File: config.mk
export PLATFORM = sky130hd
export DESIGN_NAME = pcs_core
export DESIGN_NICKNAME = d
export VERILOG_FILES = /design/src/core/pcs_pkg.sv /design/src/core/pcs_core.sv
export VERILOG_INCLUDE_DIRS = /design/src /design/src/core
export SDC_FILE = /design/constraint.sdc
export NUM_CORES = 1
export LEC_CHECK = 0
export ABC_AREA = 1
export BUFFER_PORTS_ARGS = -buffer_cell sky130_fd_sc_hd__buf_2
export CAP_MARGIN = 20
export CELL_PAD_IN_SITES_DETAIL_PLACEMENT = 0
export CELL_PAD_IN_SITES_GLOBAL_PLACEMENT = 1
export CORE_MARGIN = 3
export CORE_UTILIZATION = 31
export CTS_CLUSTER_DIAMETER = 30
export DETAILED_ROUTE_END_ITERATION = 10
export GPL_ROUTABILITY_DRIVEN = 1
export PLACE_DENSITY = 0.71
export SYNTH_ARGS = -nofsm -noshare
export SYNTH_HDL_FRONTEND = slang
export SYNTH_SLANG_ARGS = --single-unit
File: constraint.sdc
create_clock -name clk_sys -period 2.23 [get_ports clk_sys]
set_input_delay 0.3345 -clock clk_sys [delete_from_list [all_inputs] [get_ports clk_sys]]
set_output_delay 0.3345 -clock clk_sys [all_outputs]
set_load 0.01 [all_outputs]
File: src/core/pcs_consts.svh
// constants of the program counter, return stack and indirect addressing block
`ifndef PCS_CONSTS_SVH
`define PCS_CONSTS_SVH
`define PCS_PC_W 13
`define PCS_LOW_W 8
`define PCS_UP_W 5
`define PCS_PAGE_W 2
`define PCS_JUMP_W 11
`define PCS_HOLD_PAGE_LSB 3
`define PCS_HOLD_UP_MSB 4
`define PCS_STACK_DEPTH 8
`define PCS_FP_W 8
`define PCS_EA_W 9
`define PCS_PC_RST 13'h0000
`define PCS_HOLD_RST 5'h00
`define PCS_FP_RST 8'h00
`define PCS_ZERO_BYTE 8'h00
`define PCS_IND_SELF 8'h00
`define PCS_PC_STEP 13'h0001
`define PCS_IRQ_VEC 13'h0004
`endif

File: src/core/pcs_pkg.sv
// types shared by the program counter and return stack logic
package pcs_pkg;
   typedef logic [12:0] pcs_pc_t;
   typedef logic [7:0] pcs_byte_t;
   // source of the next program counter value
   typedef enum logic [2:0]
   {
      PCS_SRC_HOLD = 3'h0,
      PCS_SRC_SEQ = 3'h1,
      PCS_SRC_JUMP = 3'h3,
      PCS_SRC_VEC = 3'h2,
      PCS_SRC_POP = 3'h6,
      PCS_SRC_LOW = 3'h7
   } pcs_src_e;
endpackage

File: src/core/pcs_core.sv
// program counter, circular return stack and indirect address former
`timescale 1ns/10ps
`include "pcs_consts.svh"
//--------------------------------------------------------------
// Behaviour
// RQ1 - 13-bit counter, low byte read and write
// RQ2 - upper five bits unreadable, set via holding
// RQ3 - any reset clears upper counter bits
// RQ4 - low byte write loads upper from holding
// RQ5 - call/jump: 11 instruction bits, two page bits
// RQ6 - 8K space split into 2K pages
// RQ7 - software sets page bits before far branch
// RQ8 - eight by 13-bit stack, hidden pointer
// RQ9 - call or interrupt pushes whole counter
// RQ10 - returns pop stack into whole counter
// RQ11 - push and pop leave holding register alone
// RQ12 - ninth push overwrites first entry
// RQ13 - no overflow or underflow indication
// RQ14 - software avoids tables crossing 256 blocks
// RQ15 - indirect port accesses register at pointer
// RQ16 - indirect read of itself returns zero
// RQ17 - indirect write of itself stores nothing
// RQ18 - 9-bit address: bank bit over pointer
// RQ19 - sequential fetch increments counter, wraps
//--------------------------------------------------------------
module pcs_core
   import pcs_pkg::*;
#(
   parameter int STACK_DEPTH = `PCS_STACK_DEPTH,
   parameter logic [12:0] IRQ_VECTOR = `PCS_IRQ_VEC
)
(
   input wire logic clk_sys,
   input wire logic arst_n,
   input wire logic fetchAdvance,
   input wire logic pcLowWrEn,
   input wire logic [7:0] pcLowWrData,
   input wire logic pcHoldWrEn,
   input wire logic [7:0] pcHoldWrData,
   input wire logic jumpEn,
   input wire logic callEn,
   input wire logic [10:0] jumpTarget,
   input wire logic irqBranch,
   input wire logic returnEn,
   input wire logic filePtrWrEn,
   input wire logic [7:0] filePtrWrData,
   input wire logic indirectBankBit,
   input wire logic indRdEn,
   input wire logic indWrEn,
   input wire logic [7:0] fileRdData,
   output logic [12:0] progAddr,
   output logic [7:0] pcLowByte,
   output logic [4:0] pcHoldingOut,
   output logic [7:0] filePtrOut,
   output logic [8:0] effAddr,
   output logic fileRdEn,
   output logic fileWrEn,
   output logic [7:0] indRdData
);
   localparam int PTR_W = $clog2(STACK_DEPTH);
   localparam logic [PTR_W-1:0] PTR_ONE = PTR_W'(1);

   // the pointer wraps by plain binary overflow, so depth must be a power of two;
   // the check runs at elaboration so a bad depth never builds
   if (STACK_DEPTH < 2 || (1 << PTR_W) != STACK_DEPTH)
   begin
      $error("stack depth must be a power of two of at least two");
   end

   //--------------------------------------------------------------
   // program counter
   //--------------------------------------------------------------
   pcs_pc_t pcQ;
   pcs_pc_t pcD;
   pcs_src_e srcSel;
   logic [`PCS_UP_W-1:0] holdQ;
   logic [PTR_W-1:0] stkPtrQ;
   pcs_pc_t stackMem [STACK_DEPTH];
   logic pushEn;
   logic popEn;
   pcs_pc_t popValue;

   // a write to the low byte wins over any branch in the same cycle,
   // then interrupt, call or jump, return and plain fetch
   always_comb
   begin
      if (pcLowWrEn)
      begin
         srcSel = PCS_SRC_LOW;
      end
      else if (irqBranch)
      begin
         srcSel = PCS_SRC_VEC;
      end
      else if (jumpEn || callEn)
      begin
         srcSel = PCS_SRC_JUMP;
      end
      else if (returnEn)
      begin
         srcSel = PCS_SRC_POP;
      end
      else if (fetchAdvance)
      begin
         srcSel = PCS_SRC_SEQ;
      end
      else
      begin
         srcSel = PCS_SRC_HOLD;
      end
   end

   // next counter value for each source
   always_comb
   begin
      case (srcSel)
         PCS_SRC_LOW: pcD = {holdQ, pcLowWrData}; // RQ4 RQ1
         PCS_SRC_VEC: pcD = IRQ_VECTOR;
         PCS_SRC_JUMP: pcD = {holdQ[`PCS_HOLD_UP_MSB:`PCS_HOLD_PAGE_LSB], jumpTarget}; // RQ5 RQ6
         PCS_SRC_POP: pcD = popValue; // RQ10
         PCS_SRC_SEQ: pcD = pcQ + `PCS_PC_STEP; // RQ19
         default: pcD = pcQ;
      endcase
   end

   // counter register; reset clears the upper bits with the rest
   always_ff @(posedge clk_sys or negedge arst_n)
   begin
      if (!arst_n)
      begin
         pcQ <= `PCS_PC_RST; // RQ3
      end
      else
      begin
         pcQ <= pcD;
      end
   end

   // only the low byte is visible to software
   assign pcLowByte = pcQ[`PCS_LOW_W-1:0]; // RQ1 RQ2
   assign progAddr = pcQ;

   //--------------------------------------------------------------
   // high holding register
   //--------------------------------------------------------------
   // only software writes change it; stack traffic never does
   always_ff @(posedge clk_sys or negedge arst_n)
   begin
      if (!arst_n)
      begin
         holdQ <= `PCS_HOLD_RST;
      end
      else if (pcHoldWrEn)
      begin
         holdQ <= pcHoldWrData[`PCS_HOLD_UP_MSB:0]; // RQ11
      end
   end

   assign pcHoldingOut = holdQ;

   //--------------------------------------------------------------
   // return stack
   //--------------------------------------------------------------
   // push on an accepted call or interrupt, pop on an accepted return
   assign pushEn = (srcSel == PCS_SRC_VEC) || (srcSel == PCS_SRC_JUMP && callEn); // RQ9
   assign popEn = (srcSel == PCS_SRC_POP); // RQ10
   assign popValue = stackMem[stkPtrQ - PTR_ONE];

   // pointer wraps silently; no overflow or underflow flag exists
   always_ff @(posedge clk_sys or negedge arst_n)
   begin
      if (!arst_n)
      begin
         stkPtrQ <= '0;
      end
      else if (pushEn)
      begin
         stkPtrQ <= stkPtrQ + PTR_ONE; // RQ12 RQ13
      end
      else if (popEn)
      begin
         stkPtrQ <= stkPtrQ - PTR_ONE; // RQ12 RQ13
      end
   end

   // storage holds no reset so it maps onto plain memory cells
   always_ff @(posedge clk_sys)
   begin
      if (pushEn)
      begin
         stackMem[stkPtrQ] <= pcQ; // RQ8 RQ9
      end
   end

   //--------------------------------------------------------------
   // indirect addressing
   //--------------------------------------------------------------
   logic [`PCS_FP_W-1:0] fpQ;
   logic selfTarget;

   // file pointer register
   always_ff @(posedge clk_sys or negedge arst_n)
   begin
      if (!arst_n)
      begin
         fpQ <= `PCS_FP_RST;
      end
      else if (filePtrWrEn)
      begin
         fpQ <= filePtrWrData;
      end
   end

   assign filePtrOut = fpQ;
   assign effAddr = {indirectBankBit, fpQ}; // RQ18 RQ15
   assign selfTarget = (fpQ == `PCS_IND_SELF);

   // an access that points back at the port itself touches nothing;
   // status flags are the datapath's business and stay unaffected here
   assign fileRdEn = indRdEn && !selfTarget; // RQ15 RQ16
   assign fileWrEn = indWrEn && !selfTarget; // RQ17

   // read data is registered, one cycle after the request
   always_ff @(posedge clk_sys or negedge arst_n)
   begin
      if (!arst_n)
      begin
         indRdData <= `PCS_ZERO_BYTE;
      end
      else if (indRdEn)
      begin
         indRdData <= selfTarget ? `PCS_ZERO_BYTE : fileRdData; // RQ16 RQ15
      end
   end

   //--------------------------------------------------------------
   // checks
   //--------------------------------------------------------------
   // a low byte write carries the holding bits up
   a_low_write_load: // RQ4
   assert property (@(posedge clk_sys) disable iff (!arst_n)
      pcLowWrEn |=> pcQ == {$past(holdQ), $past(pcLowWrData)})
   else $error("low byte write did not load counter from holding");

   // checked while reset is low, so no disable here
   a_reset_clear: // RQ3
   assert property (@(posedge clk_sys)
      !arst_n |-> pcQ[`PCS_PC_W-1:`PCS_LOW_W] == '0)
   else $error("upper counter bits not cleared in reset");

   // branches keep only the two page bits of the holding register
   a_jump_page_bits: // RQ5
   assert property (@(posedge clk_sys) disable iff (!arst_n)
      (jumpEn || callEn) && !pcLowWrEn && !irqBranch
      |=> pcQ == {$past(holdQ[`PCS_HOLD_UP_MSB:`PCS_HOLD_PAGE_LSB]), $past(jumpTarget)})
   else $error("branch target not built from page bits");

   // a push stores the counter at the free slot
   a_call_push: // RQ9
   assert property (@(posedge clk_sys) disable iff (!arst_n)
      pushEn |=> stkPtrQ == $past(stkPtrQ) + PTR_ONE && stackMem[$past(stkPtrQ)] == $past(pcQ))
   else $error("push did not store the counter");

   // a call followed straight by a return comes home
   a_call_return_trip: // RQ10
   assert property (@(posedge clk_sys) disable iff (!arst_n)
      (callEn && srcSel == PCS_SRC_JUMP) ##1 (popEn && !pushEn) |=> pcQ == $past(pcQ, 2))
   else $error("return did not restore the pushed counter");

   // stack traffic must not disturb the holding bits
   a_hold_untouched: // RQ11
   assert property (@(posedge clk_sys) disable iff (!arst_n)
      (pushEn || popEn) && !pcHoldWrEn |=> $stable(holdQ))
   else $error("stack traffic changed holding register");

   // eight pushes in a row bring the pointer back round
   a_ptr_wrap: // RQ12
   assert property (@(posedge clk_sys) disable iff (!arst_n)
      (pushEn && !popEn) [*8] |=> stkPtrQ == $past(stkPtrQ, 8))
   else $error("stack pointer did not wrap after eight pushes");

   // the port pointing at itself reads as zero
   a_self_read_zero: // RQ16
   assert property (@(posedge clk_sys) disable iff (!arst_n)
      indRdEn && selfTarget |-> !fileRdEn ##1 indRdData == `PCS_ZERO_BYTE)
   else $error("indirect self read did not return zero");

   // a write to the port itself reaches nothing
   a_self_write_drop: // RQ17
   assert property (@(posedge clk_sys) disable iff (!arst_n)
      indWrEn |-> fileWrEn == (fpQ != `PCS_IND_SELF))
   else $error("indirect self write was passed on");

   // the bank bit sits above the pointer
   a_pointer_address: // RQ18
   assert property (@(posedge clk_sys) disable iff (!arst_n)
      filePtrWrEn |=> effAddr[`PCS_FP_W-1:0] == $past(filePtrWrData) && effAddr[`PCS_EA_W-1] == indirectBankBit)
   else $error("effective address not pointer under bank bit");

   // plain fetch steps by one and wraps
   a_seq_increment: // RQ19
   assert property (@(posedge clk_sys) disable iff (!arst_n)
      srcSel == PCS_SRC_SEQ |=> pcQ == $past(pcQ) + `PCS_PC_STEP)
   else $error("sequential fetch did not advance counter by one");

   // an interrupt loads the vector and saves where it left off
   a_irq_vector_load: // RQ9
   assert property (@(posedge clk_sys) disable iff (!arst_n)
      irqBranch && !pcLowWrEn |=> pcQ == IRQ_VECTOR && stackMem[$past(stkPtrQ)] == $past(pcQ))
   else $error("interrupt branch did not load vector and push");

   // after a pop the counter matches the slot just freed
   a_pop_restore: // RQ10
   assert property (@(posedge clk_sys) disable iff (!arst_n)
      popEn |=> stkPtrQ == $past(stkPtrQ) - PTR_ONE && pcQ == stackMem[stkPtrQ])
   else $error("return did not load the popped entry");

   // the visible low byte follows a software write
   a_low_byte_view: // RQ1
   assert property (@(posedge clk_sys) disable iff (!arst_n)
      pcLowWrEn |=> pcLowByte == $past(pcLowWrData))
   else $error("low byte did not show the written value");

   // only the kept bits of a holding write appear
   a_hold_write: // RQ2
   assert property (@(posedge clk_sys) disable iff (!arst_n)
      pcHoldWrEn |=> pcHoldingOut == $past(pcHoldWrData[`PCS_HOLD_UP_MSB:0]))
   else $error("holding register did not take the write");

   // without a push or pop the hidden pointer stays put
   a_ptr_idle: // RQ8
   assert property (@(posedge clk_sys) disable iff (!arst_n)
      !pushEn && !popEn |=> $stable(stkPtrQ))
   else $error("stack pointer moved without push or pop");

   // a real indirect read passes the file data through
   a_read_capture: // RQ15
   assert property (@(posedge clk_sys) disable iff (!arst_n)
      indRdEn && !selfTarget |-> fileRdEn ##1 indRdData == $past(fileRdData))
   else $error("indirect read did not return file data");

   // the pointer changes only when software writes it
   a_pointer_hold: // RQ15
   assert property (@(posedge clk_sys) disable iff (!arst_n)
      !filePtrWrEn |=> $stable(filePtrOut))
   else $error("file pointer changed without a write");

endmodule

### After elaboration in Yosys (flattened, before gate mapping)

Memory sizes are Yosys's and may differ from the RTL's.
Index checks and enable logic that the tools add are counted.
Widths: inputs -> output; s select.

* logic and storage cells: 34
* bits in writable memories: 104
* bits in registers: 37
* memories kept: 1

Memories
* stackMem: depth 8, width 13, read ports 1, clocked after memory_dff 0, write ports 1, RTL line pcs_core.sv:78 `pcs_pc_t stackMem [STACK_DEPTH];`

* multiplexer cells: 11
* reduce and logical (&&, ||, !) cells: 9
* eq/ne operators: 5
* $add $sub $neg: 3

Operators with widths (number)
* $pmux 13 s5: 1
* $mux 3: 6
* $add 13x1->13 const B: 1
* $logic_not 8->1: 1
* $mux 8: 1
* $eq 3x2->1 const B: 2
* $eq 3x3->1 const B: 2
* $reduce_bool 5->1: 1
* $add 3x1->3 const B: 1
* $eq 3x1->1 const B: 1
* $logic_and 1x1->1: 3
* $mux 1: 3
* $sub 3x1->3 const B: 1
* $logic_or 1x1->1: 2
* $reduce_bool 2->1: 1
* $logic_not 1->1: 1

### Depth between registers and ports, before layout

Gate-level depths: netlist (run 1).

* word-level depth: 10
* gate-level depth with buffers: 13

### Least setup slack after synthesis (run 1)

No wires, ideal clock.

* kind: input -> register
* start point: input port returnEn
* end point: memory stackMem[1][0] (netlist name) (enable)
* buffers on the path: 0
* cell stages on the path: 9
* arrival: 1.666 ns
* data required time: 1.848 ns
* setup time: 0.382 ns
* path slack: 0.182 ns
* cells stage by stage: inv_1 > nand2_2 > nand2_2 > nand3_2 > nor2_4 > nand2_4 > nand2_4 > nand2_2 > nor2_1

* longest elaborated chain between the ends: 9
* elaborated cells on any way between the ends: 10

RTL lines
* start, declared: RTL line pcs_core.sv:44 `input wire logic returnEn,`
* $mux 3 *: RTL line pcs_core.sv:99 `else if (returnEn)`
* $mux 3 *: RTL line pcs_core.sv:95 `else if (jumpEn || callEn)`
* $mux 3 *: RTL line pcs_core.sv:91 `else if (irqBranch)`
* $mux 3 *: RTL line pcs_core.sv:87 `if (pcLowWrEn)`
* $eq 3x2->1: RTL line pcs_core.sv:165 `assign pushEn = (srcSel == PCS_SRC_VEC) || (srcSel == PCS_SRC_JUMP && callEn);`
* $logic_and 1x1->1: RTL line pcs_core.sv:165
* $logic_or 1x1->1 *: RTL line pcs_core.sv:165
* $mux 1 *: RTL line pcs_core.sv:189 `if (pushEn)`
* $mux 1 (implied by the code) *: RTL line pcs_core.sv:191 `stackMem[stkPtrQ] <= pcQ;`
* end, declared: RTL line pcs_core.sv:78

Every way passes the cells marked *; elsewhere a longest branch is shown, timed or not.

### Worst setup path in the final report (run 1)

* start point: register fpQ[1], in the netlist filePtrOut[1]
* end point: output port fileRdEn

* longest elaborated chain between the ends: 3

RTL lines
* start, declared: RTL line pcs_core.sv:198 `` logic [`PCS_FP_W-1:0] fpQ; ``
* start signal, assigned: RTL line pcs_core.sv:206 `` fpQ <= `PCS_FP_RST; ``
* start signal, assigned: RTL line pcs_core.sv:210 `fpQ <= filePtrWrData;`
* $logic_not 8->1 (no source line)
* $logic_not 1->1: RTL line pcs_core.sv:220 `assign fileRdEn = indRdEn && !selfTarget;`
* $logic_and 1x1->1: RTL line pcs_core.sv:220
* end, declared: RTL line pcs_core.sv:56 `output logic fileRdEn,`

No other way between the ends.

==> results of run 1 <==
flip-flops by register name, summed over array words and instances, names as in the netlist:
signal	count
pcHoldingOut	5
filePtrOut	8
progAddr	13
stackMem	104
indRdData	8
stkPtrQ	3
critical path: cells and delay by family (launching register included):
family        cells  cell delay (ns)
buf+inv           2             0.35
flops             1             0.41
simple gates      3             0.58
through the flow:
stage          cells  setup WS, ns  util, %  total power, mW  area [µm²]
2_1_floorplan    690         0.182        -             5.22        6650
6_report        1089         0.141     39.6             9.12        8160
3_3_place_gp    1056         0.204     36.4             6.14        7500
4_1_cts         1089        0.0565     39.5             9.19        8140
5_1_grt         1089       0.00865     39.6             9.67        8160
3_5_place_dp    1056         0.170     36.4             6.15        7500
layout by cell type, fill, tap and decap left out, types with 2 or more instances in the layout:
cell type and count:
or2_0 4, buf_4 35, dfrtp_1 36, bufinv_16 5
buf_2 103, or2_2 4, o21ai_0 24, nand2_4 2
edfxtp_1 104, xnor2_1 2, xor2_1 4, nand4_1 3
clkinv_1 6, ha_1 3, nor2_1 84, nor2_4 4
clkbuf_16 17, nand2_1 204, clkinvlp_4 3, inv_1 42
nand3_1 87, o21bai_1 3, o21ai_1 2, mux2_2 10
nand3_2 3, o21ai_2 2, nand2_2 7, inv_2 4
repair_timing:
item                       in CTS  in global routing
hold buffers                    1                  0
setup endpoints to repair       1                  2
resized for setup               1                  2
hold endpoints to repair       37                  0
worst paths after layout:
kind                                                to  slack [ns]                      start
max reg2reg                    progAddr[6]$_DFFE_PN0P_        0.37     stkPtrQ[1]$_DFFE_PN0P_
max                                           fileRdEn        0.14  filePtrOut[1]$_DFFE_PN0P_
max in group asynchronous       stkPtrQ[0]$_DFFE_PN0P_        1.36                     arst_n
min in group asynchronous     indRdData[4]$_DFFE_PN0P_        0.50                     arst_n
min                        pcHoldingOut[0]$_DFFE_PN0P_        0.12            pcHoldWrData[0]
min reg2reg                   indRdData[2]$_DFFE_PN0P_        0.52   indRdData[2]$_DFFE_PN0P_
metal layers:
metal  GRT usage, %  wire (µm)  vias up
met5              0          0        -
met4           4.29        215        0
met3           3.46        954       18
met2           24.3       8220      149
met1           20.3       7880     2351
li1               -          -     2495
logic make-up (layout without fill, tap and decap cells):
logic type / after synthesis / count (layout)
buffers and inverters: 90 / 219
adder cells (fa/ha/maj): 3 / 3
XOR/XNOR: 7 / 7
AO/OA/AOI/OAI: 33 / 33
AND/OR/NAND/NOR: 406 / 406
multiplexers: 10 / 10
flip-flops: 141 / 141
cell type report:
| cell class | count | area share (%) |
|---|---|---|
| Multi-Input combinational cell | 459 | 26.6 |
| Clock buffer | 18 | 5.26 |
| Timing Repair Buffer | 139 | 9.66 |
| Inverter | 48 | 2.25 |
| Sequential cell | 141 | 49.6 |
| Tap cell | 270 | 4.14 |
| Clock inverter | 14 | 2.42 |
power breakdown:
part,switching [mW],internal (mW),total [mW]
logic,1.90,0.954,2.85
clock network,1.05,1.96,3.01
registers,0.138,3.12,3.26
==> results.md, run 1 <==
* CP Launch Type: flip-flop
* Reg2Reg Depth at 11
* EDFF count, synth at 104
* Clock Skew at 0.00953 ns
* Multiplexer area fraction after synthesis at 1.69%
* Slowest stage cell, crit path: dfrtp_1
* GRT overflow at 0
* 1st-iter DRT viols at 358
* Skew-Pair Late Insertion Delay at 0.42 ns
* Relative slew slack at 58.7%
* Clock sink count at 141
* Global-route wire length before repair at 27400 µm
* Total CTS buffers at 17
* Final GP Congestion at 0.812
* Synth unique cells at 33
* DRT Wirelength at 17300 µm
* Highest clock rate at 0.479 GHz
* Worst setup EP type: primary output
* Postcts setup bufs at 0
* Post-synthesis simple-gate area fraction at 26.4%
* Cells after Synth at 690
* Synth top cells by count: 204 x nand2_1, 104 x edfxtp_1, 87 x nand3_1
* DR WL/cell at 15.9 µm
* Worst-path clk slew at 0.06 ns
* # DRC at 0
* RSZ-0062 raised after global routing: false
* Fin crit period at 2.09 ns
* Die area at 0.0232 mm²
* Slew Limit Fails at 0
* Routed Antenna Nets at 0
* CP peak stage delay at 0.41 ns
* Final setup vio count at 0
* Most frequent cell after synthesis: nand2_1
* Post-Synthesis Cell Area at 0.00665 mm²
* Vias per std cell at 4.60
* Synth area leader: edfxtp_1
* N_diodes at 0
* Vias in the first global route at 4847
* Final hold violations at 0
* Die height at 152 µm
* Status: finished clean
* Largest family of logic cells by synthesized area: simple AND/OR/NAND/NOR gates
* Core Region at 0.0206 mm²
* FP Rows at 52
* Cell Chain, Critical Path: nor4_2 > nand2_1 > nand2_1 > clkinvlp_4 > buf_2
* Largest net degree at the start of global routing at 56
* Tcrit/Tclk final at 93.7%
* Crit path top cell by count: nand2_1
* Compound-gate portion of the synthesized area at 2.75%
* Antenna violations before repair at 0
* Share of layout cells above drive strength 1 at 24.9%
* Area of the multi-input gates at 0.00217 mm²
* Register area at 0.00405 mm²
* Area fraction of the dominant cell type after synthesis at 47.0%
* Data arrival, critical path at 1.75 ns
* HP Class: in2reg
* Worst-margin pin slew at 0.620 ns
* Dominant synthesized flop cell: edfxtp_1
* Fin Hold WS at 0.118 ns
* Nets at 865
* Fill cell count at 2046
* Gr usage total at 15.0%
* TritonRoute pass-1 iters at 5
* Power Density at 1120 mW/mm²
* Total negative slack at 0 ns
* IO Port Bufs at 103
* Die Width at 152 µm
* Syn_nets at 749
* Initial Util at 32.2%
* Synth top area cells: edfxtp_1 47%, dfrtp_1 14%, nand2_1 12%, nand3_1 6.6%, nor2_1 4.7%
* Crit path kind: reg2out
* Flops & latches, synth at 141
* Via count at 5013
* Top Ports at 109
* Area Growth Syn to Fin at 22.8%
* Register area share after synthesis at 60.9%
* Worst Path Max Fanout at 9
* Min-Delay Path Depth at 3
* Synth warn at 0
* Syn avg cell area at 9.63 µm²
* XOR/XNOR share of the synthesized area at 1.04%
* IR Drop Worst-Case VDD at 0.591 mV
* Adder-cell area share of the yosys netlist at 0.565%
* Leakage power at 3.54 nW
* Hpwl dp at 11900 µm
* Max Root-Sink Buffers at 2
* CTS tree: built
* H-tree levels at 4
* Max cap viols at 0
* Critical Path RT at 1.90 ns
* Root Driver: clkbuf_16
* Ys async rst share at 26.2%
No activity file was read; power rests on OpenSTA's default activity.
==> run 2, diff against run 1 <==
- ABC_AREA: 1 -> default
- PLACE_DENSITY: 0.71 -> 0.68
==> run 2 against run 1 <==
  * Final area fell by 5.2%
  * Clock skew fell by 0.0040 ns
  * Synthesized cell count fell by 43%
  * Cell count fell by 27%
  * Critical path depth fell by 1
  * Largest power group unchanged
  * Maximum frequency fell by 1.2%
  * Register-to-register slack got worse by 0.25 ns
  * Highest routed layer is now met5
  * Worst hold slack improved by 0.0037 ns
==> results.md, run 2 <==
* Slowest stage cell, crit path: dfrtp_1 (unchanged)
* DRT Wirelength at 15600 µm (was 17300 µm)
* Skew-Pair Late Insertion Delay at 0.42 ns (about the same)
* Worst r2r src: stkPtrQ[1]$_DFFE_PN0P_ (unchanged)
* Via count at 3905 (was 5013)
* Global-route wire length before repair at 24300 µm (was 27400 µm)
* Final GP Congestion at 0.852 (was 0.812)
* Reg2Reg Depth at 7 (was 11)
* Max cap viols at 0 (unchanged)
* Core Region at 0.0191 mm² (was 0.0206 mm²)
* Fill cell count at 1762 (was 2046)
* Final hold violations at 0 (unchanged)
* Gr usage total at 15.2% (was 15.0%)
* Most frequent cell after synthesis: edfxtp_1 (was nand2_1)
* Postcts setup bufs at 0 (unchanged)
* Synth unique cells at 52 (was 33)
* HP Class: in2reg (unchanged)
* Most frequent cells in the layout: 104 x edfxtp_1, 103 x buf_2, 41 x buf_4, 36 x dfrtp_1, 30 x nand2_1 (was 204 x nand2_1, 104 x edfxtp_1, 103 x buf_2, 87 x nand3_1, 84 x nor2_1)
* Hpwl dp at 11100 µm (was 11900 µm)
* Area Growth Syn to Fin at 26.1% (was 22.8%)
* Total negative slack at 0 ns (unchanged)
* TritonRoute pass-1 iters at 5 (unchanged)
* Slew Limit Fails at 0 (unchanged)
* DP Cell Count at 765 (was 1056)
* Crit Reg-Reg Endpoint: progAddr[6]$_DFFE_PN0P_ (unchanged)
* Vias in the first global route at 4133 (was 4847)
* Crit path kind: reg2out (unchanged)
* Status: finished clean (unchanged)
* Nets at 584 (was 865)
* Fin area at 0.00774 mm² (was 0.00816 mm²)
* Data arrival, critical path at 1.78 ns (was 1.75 ns)
* CTS resizes at 0 (was 1)
* # DRC at 0 (unchanged)
* N_diodes at 0 (unchanged)
* Post-layout util at 40.6% (was 39.6%)
* Post-Synthesis Cell Area at 0.00614 mm² (was 0.00665 mm²)
* Biggest register: stackMem (unchanged)
* IO Port Bufs at 103 (unchanged)
* Syn avg cell area at 15.7 µm² (was 9.63 µm²)
* RSZ-0062 raised after global routing: false (unchanged)
* Tcrit/Tclk final at 94.8% (was 93.7%)
* Fin crit period at 2.11 ns (was 2.09 ns)
* Dpl ws at 0.124 ns (was 0.170 ns)
* Hold-fix buffers, CTS at 1 (unchanged)
* IR Drop Worst-Case VDD at 0.494 mV (was 0.591 mV)
* Ys async rst share at 26.2% (unchanged)
* Min-Delay Path Depth at 3 (unchanged)
* Post-layout instance count excluding filler cells at 798 (was 1089)
* Top Ports at 109 (unchanged)
* Synth top cells by count: 104 x edfxtp_1, 37 x dfrtp_1, 30 x nand2_1 (was 204 x nand2_1, 104 x edfxtp_1, 87 x nand3_1)
* Worst Path Max Fanout at 9 (unchanged)
* Synth area leader: edfxtp_1 (unchanged)
* Worst setup EP type: primary output (unchanged)
* Vias per std cell at 4.89 (was 4.60)
* Final worst slack at 0.117 ns (was 0.141 ns)
* Critical Path RT at 1.90 ns (about the same)
* Hold Path End: indRdData[1]$_DFFE_PN0P_ (was pcHoldingOut[0]$_DFFE_PN0P_)
* Worst-path clk slew at 0.06 ns (about the same)
* Relative slew slack at 65.0% (was 58.7%)
* CTS tree: built (unchanged)
* Total CTS buffers at 17 (unchanged)
* Die area at 0.0215 mm² (was 0.0232 mm²)
* Leakage power at 2.95 nW (was 3.54 nW)
* Clock sink count at 141 (unchanged)
* Cells after Synth at 390 (was 690)
* Root Driver: clkbuf_16 (unchanged)
* Min-delay src: fileRdData[1] (was pcHoldWrData[0])
* Largest net degree at the start of global routing at 20 (was 56)
* Max reg flops at 104 (unchanged)
* Max Root-Sink Buffers at 2 (unchanged)
* Area fraction of the dominant cell type after synthesis at 50.9% (was 47.0%)
* Die height at 147 µm (was 152 µm)
* Power Density at 1160 mW/mm² (was 1120 mW/mm²)
* Synth warn at 0 (unchanged)
* Cell Chain, Critical Path: nor4_1 > nand2_1 > and2_1 > buf_2 (was nor4_2 > nand2_1 > nand2_1 > clkinvlp_4 > buf_2)
* Highest clock rate at 0.473 GHz (was 0.479 GHz)
* Initial Util at 32.2% (about the same)
* Flops & latches, synth at 141 (unchanged)
* 1st-iter DRT viols at 303 (was 358)
* Share of layout cells above drive strength 1 at 44.6% (was 24.9%)
* FP Rows at 50 (was 52)
* Dominant synthesized flop cell: edfxtp_1 (unchanged)
* DR WL/cell at 19.6 µm (was 15.9 µm)
* H-tree levels at 4 (unchanged)
* CP peak stage delay at 0.41 ns (about the same)
* CP Launch Type: flip-flop (unchanged)
* EDFF count, synth at 104 (unchanged)
* Reg-to-reg slack, setup at 0.12 ns (was 0.37 ns)
* Routed Antenna Nets at 0 (unchanged)
* Synth top area cells: edfxtp_1 51%, dfrtp_1 15%, mux4_2 9.5%, mux2_2 4.0%, buf_4 2.1% (was edfxtp_1 47%, dfrtp_1 14%, nand2_1 12%, nand3_1 6.6%, nor2_1 4.7%)
* Clock Skew at 0.00557 ns (was 0.00953 ns)
* Antenna violations before repair at 1 (was 0)
* Die Width at 147 µm (was 152 µm)
* Register area share after synthesis at 66.0% (was 60.9%)
* Syn_nets at 449 (was 749)
* Final setup vio count at 0 (unchanged)
* Worst-margin pin slew at 0.525 ns (was 0.620 ns)
* Leading cell type in the layout, fill and taps excluded: edfxtp_1 (was nand2_1)
* Cell Area, Placed at 0.00713 mm² (was 0.00750 mm²)
* GRT overflow at 0 (unchanged)
-- run 2: cells by family (layout without fill, tap and decap cells) --
family / after synthesis / in the layout / share of synthesized area, %
simple gates: 87 / 87 / 7.24
xor+xnor: 12 / 12 / 2.02
compound gates: 55 / 55 / 6.14
mux: 48 / 48 / 13.6
fa+ha+maj: 3 / 3 / 0.612
buf+inv: 44 / 192 / 4.44
flops: 141 / 141 / 66.0
-- run 2: critical path, delay by kind of cell, from the launching register on --
| kind | cells | cell delay, ns |
|---|---|---|
| simple gates | 3 | 0.77 |
| flops | 1 | 0.41 |
| buf+inv | 1 | 0.18 |
-- run 2: how the worst max path moves through the flow --
stage                         startpoint                       end  slack (ns)  cells past startpoint
2_1_floorplan     stkPtrQ[0]$_DFFE_PN0P_  progAddr[10]$_DFFE_PN0P_      -0.006                      8
3_3_place_gp      stkPtrQ[1]$_DFFE_PN0P_   progAddr[6]$_DFFE_PN0P_        0.14                      7
3_5_place_dp      stkPtrQ[1]$_DFFE_PN0P_   progAddr[6]$_DFFE_PN0P_        0.12                      7
4_1_cts        filePtrOut[1]$_DFFE_PN0P_                  fileRdEn        0.08                      4
5_1_grt           stkPtrQ[1]$_DFFE_PN0P_   progAddr[6]$_DFFE_PN0P_        0.01                      7
6_report       filePtrOut[1]$_DFFE_PN0P_                  fileRdEn        0.12                      4
-- run 2: metrics by stage --
stage               power [mW]  hold WS (ns)
floorplan                 5.37        0.0389
global placement          6.22         0.315
detailed placement        6.24         0.331
CTS                       9.12        0.0996
global route              9.46         0.124
finish                    9.00         0.122
-- run 2: cell type report --
cell class / count / area, µm² / share of cell area (%)
Clock inverter: 13 / 165 / 2.13
Multi-Input combinational cell: 205 / 1840 / 23.8
Clock buffer: 19 / 433 / 5.59
Tap cell: 260 / 325 / 4.20
Timing Repair Buffer: 147 / 873 / 11.3
Inverter: 13 / 53.8 / 0.695
Sequential cell: 141 / 4050 / 52.3
-- run 2: layer usage --
metal	track usage, %	wire length (µm)	vias up
li1	-	-	1776
met1	20.3	6880	1950
met2	23.1	7110	153
met3	5.43	1340	24
met4	5.32	291	2
met5	0	11	-
-- run 2: report_power, final --
group / switching, mW / internal [mW]
logic: 1.33 / 1.47
registers: 0.173 / 3.19
clock network: 1.08 / 1.76
==> run 3, diff against run 2 <==
- CORE_UTILIZATION: 31 -> 46
- PLACE_DENSITY: 0.68 -> 0.9
==> run 3 against run 2 <==
  * The run now ends with DRC left
  * Sequential cell count is the same
  * Count of clock-buffer cells in the layout is 6 higher
  * Clock power decreased by 11%
  * Core utilization increased by 18 points
  * Highest routed layer unchanged
  * Critical path depth grew 3
  * First-iteration DRC count up 39%
  * Register-to-register slack better by 0.02 ns
  * Die area fell by 31%
  * Critical path type is now reg2reg
  * Clock skew rose by 0.0053 ns
  * Via count grew 0.74%
==> results.md, run 3 (same netlist as run 2, synthesis figures left out) <==
* Final GP Congestion at 0.861 (was 0.852)
* GRT overflow at 0 (unchanged)
* Final setup vio count at 0 (unchanged)
* Antenna violations before repair at 1 (unchanged)
* CP peak stage delay at 0.42 ns (was 0.41 ns)
* Nets at 574 (was 584)
* IO Port Bufs at 103 (unchanged)
* Clock Skew at 0.0108 ns (was 0.00557 ns)
* FP Rows at 41 (was 50)
* IR Drop Worst-Case VDD at 0.578 mV (was 0.494 mV)
* GRT met2 Usage at 32.6% (was 23.1%)
* Die area at 0.0148 mm² (was 0.0215 mm²)
* Switching pwr at 2.47 mW (was 2.58 mW)
* Initial Util at 47.9% (was 32.2%)
* N_diodes at 0 (unchanged)
* H-tree levels at 4 (unchanged)
* # DRC at 1 (was 0)
* Total negative slack at 0 ns (unchanged)
* Die height at 122 µm (was 147 µm)
* GRT met1 Usage at 28.5% (was 20.3%)
* Crit path kind: reg2reg (was reg2out)
* Biggest register: stackMem (unchanged)
* Highest clock rate at 0.477 GHz (was 0.473 GHz)
* Worst setup EP type: flip-flop (was primary output)
* P_int at 6.14 mW (was 6.42 mW)
* Top Ports at 109 (unchanged)
* Area Growth Syn to Fin at 22.2% (was 26.1%)
* Clock sink count at 141 (unchanged)
* Routing usage on met3 at 6.29% (was 5.43%)
* Largest net degree at the start of global routing at 23 (was 20)
* Relative slew slack at 68.8% (was 65.0%)
* Slowest stage cell, crit path: dfrtp_2 (was dfrtp_1)
* Most frequent cells in the layout: 104 x edfxtp_1, 103 x buf_2, 36 x dfrtp_1, 30 x nand2_1, 30 x buf_4 (was 104 x edfxtp_1, 103 x buf_2, 41 x buf_4, 36 x dfrtp_1, 30 x nand2_1)
* Combinational power share at 31.3% (was 31.1%)
* Max reg flops at 104 (unchanged)
* Die Width at 122 µm (was 147 µm)
* Routed Antenna Nets at 0 (unchanged)
* Share of layout cells above drive strength 1 at 43.6% (was 44.6%)
* Worst-path clk slew at 0.06 ns (about the same)
* Clock network fraction of design power at 29.4% (was 31.6%)
* CP delay by family, top: multiplexers (was simple AND/OR/NAND/NOR gates)
* Power Density at 1150 mW/mm² (was 1160 mW/mm²)
* Final worst slack at 0.135 ns (was 0.117 ns)
* Fin crit period at 2.09 ns (was 2.11 ns)
* Max cap viols at 0 (unchanged)
* Top Usage Layer GRT: met2 (unchanged)
* Tcrit/Tclk final at 93.9% (was 94.8%)
* Max Root-Sink Buffers at 2 (unchanged)
* Global-route wire length before repair at 22900 µm (was 24300 µm)
* Sequential power share at 39.3% (was 37.3%)
* HP Class: in2reg (unchanged)
* Skew-Pair Late Insertion Delay at 0.42 ns (about the same)
* Vias in the first global route at 4177 (was 4133)
* Status: finished with violations (was finished clean)
* TritonRoute pass-1 iters at 10 (was 5)
* Root Driver: clkbuf_16 (unchanged)
* Cell Chain, Critical Path: inv_6 > ha_4 > buf_6 > mux4_2 > mux2_2 > a21oi_1 > o21ai_1 (was nor4_1 > nand2_1 > and2_1 > buf_2)
* Slew Limit Fails at 0 (unchanged)
* RSZ-0062 raised after global routing: false (unchanged)
* 1st-iter DRT viols at 421 (was 303)
* Hpwl dp at 9990 µm (was 11100 µm)
* Worst-margin pin slew at 0.467 ns (was 0.525 ns)
* Critical Path RT at 2.53 ns (was 1.90 ns)
* Sw Share at 28.7% (about the same)
* DRT Wirelength at 14400 µm (was 15600 µm)
* Leading cell type in the layout, fill and taps excluded: edfxtp_1 (unchanged)
* Worst Path Buf+Inv at 2 (was 1)
* Via count at 3934 (was 3905)
* Gr usage total at 21.1% (was 15.2%)
* CTS tree: built (unchanged)
* Failing checks: DRC
* Leakage power at 2.89 nW (was 2.95 nW)
* CP Launch Type: flip-flop (unchanged)
* Dpl ws at 0.0512 ns (was 0.124 ns)
* Data arrival, critical path at 2.39 ns (was 1.78 ns)
* Worst Path Max Fanout at 15 (was 9)
* Vias per std cell at 5.62 (was 4.89)
* Total CTS buffers at 17 (unchanged)
* DR WL/cell at 20.6 µm (was 19.6 µm)
* Final hold violations at 0 (unchanged)
* Core Region at 0.0128 mm² (was 0.0191 mm²)
run 3: layout make-up:
class	count	area [µm²]
clock buffer	25	497
inverter	13	53.8
multi-input combinational	205	1840
fill	1011	5330
timing repair buffer	137	802
sequential	141	4050
tap	172	215
clock inverter	7	37.5
run 3: tightest hold or removal path, cell delays in order:
cell     delay, ns
buf_2         0.07
nand2_1       0.03
o21ai_0       0.06
run 3: path summary, 6_finish.rpt:
kind,cells past startpoint,end,slack (ns),from
hold reg to reg,2,indRdData[4]$_DFFE_PN0P_,0.53,indRdData[4]$_DFFE_PN0P_
setup reg to reg,7,progAddr[3]$_DFFE_PN0P_,0.14,stkPtrQ[0]$_DFFE_PN0P_
min in group asynchronous,2,indRdData[7]$_DFFE_PN0P_,0.30,arst_n
max in group asynchronous,3,stkPtrQ[0]$_DFFE_PN0P_,1.41,arst_n
setup / recovery,7,progAddr[3]$_DFFE_PN0P_,0.14,stkPtrQ[0]$_DFFE_PN0P_
hold / removal,3,indRdData[7]$_DFFE_PN0P_,0.12,fileRdData[7]
run 3: per-layer routing:
metal / vias to the layer above / share of wire, %
li1: 1746 / -
met1: 1950 / 42
met2: 209 / 47
met3: 27 / 8.4
met4: 2 / 2.2
met5: - / 0.090
run 3: power groups by stage:
stage	combinational [mW]	clock, mW	sequential, mW
2_1_floorplan	1.95	0	3.42
3_3_place_gp	2.69	0	3.40
3_5_place_dp	2.73	0	3.43
4_1_cts	2.74	2.59	3.38
5_1_grt	2.94	2.70	3.42
6_report	2.70	2.53	3.39
run 3: per-stage QoR:
step / std cells / area (µm²) / util [%] / total power [mW] / hold WS, ns
floorplan: 390 / 6180 / - / 5.37 / 0.0389
global placement: 667 / 6950 / 54.2 / 6.09 / 0.195
detailed placement: 667 / 6950 / 54.2 / 6.16 / 0.197
CTS: 700 / 7490 / 58.4 / 8.71 / 0.105
global route: 700 / 7500 / 58.5 / 9.05 / 0.132
finish: 700 / 7500 / 58.5 / 8.62 / 0.125
run 3: repair_timing:
item / CTS / global route
setup endpoints to repair: 0 / 4
endpoints found under the hold margin: 8 / 0
hold buffers: 1 / 0
gates resized for setup: 0 / 3
buffers inserted: 0 / 0
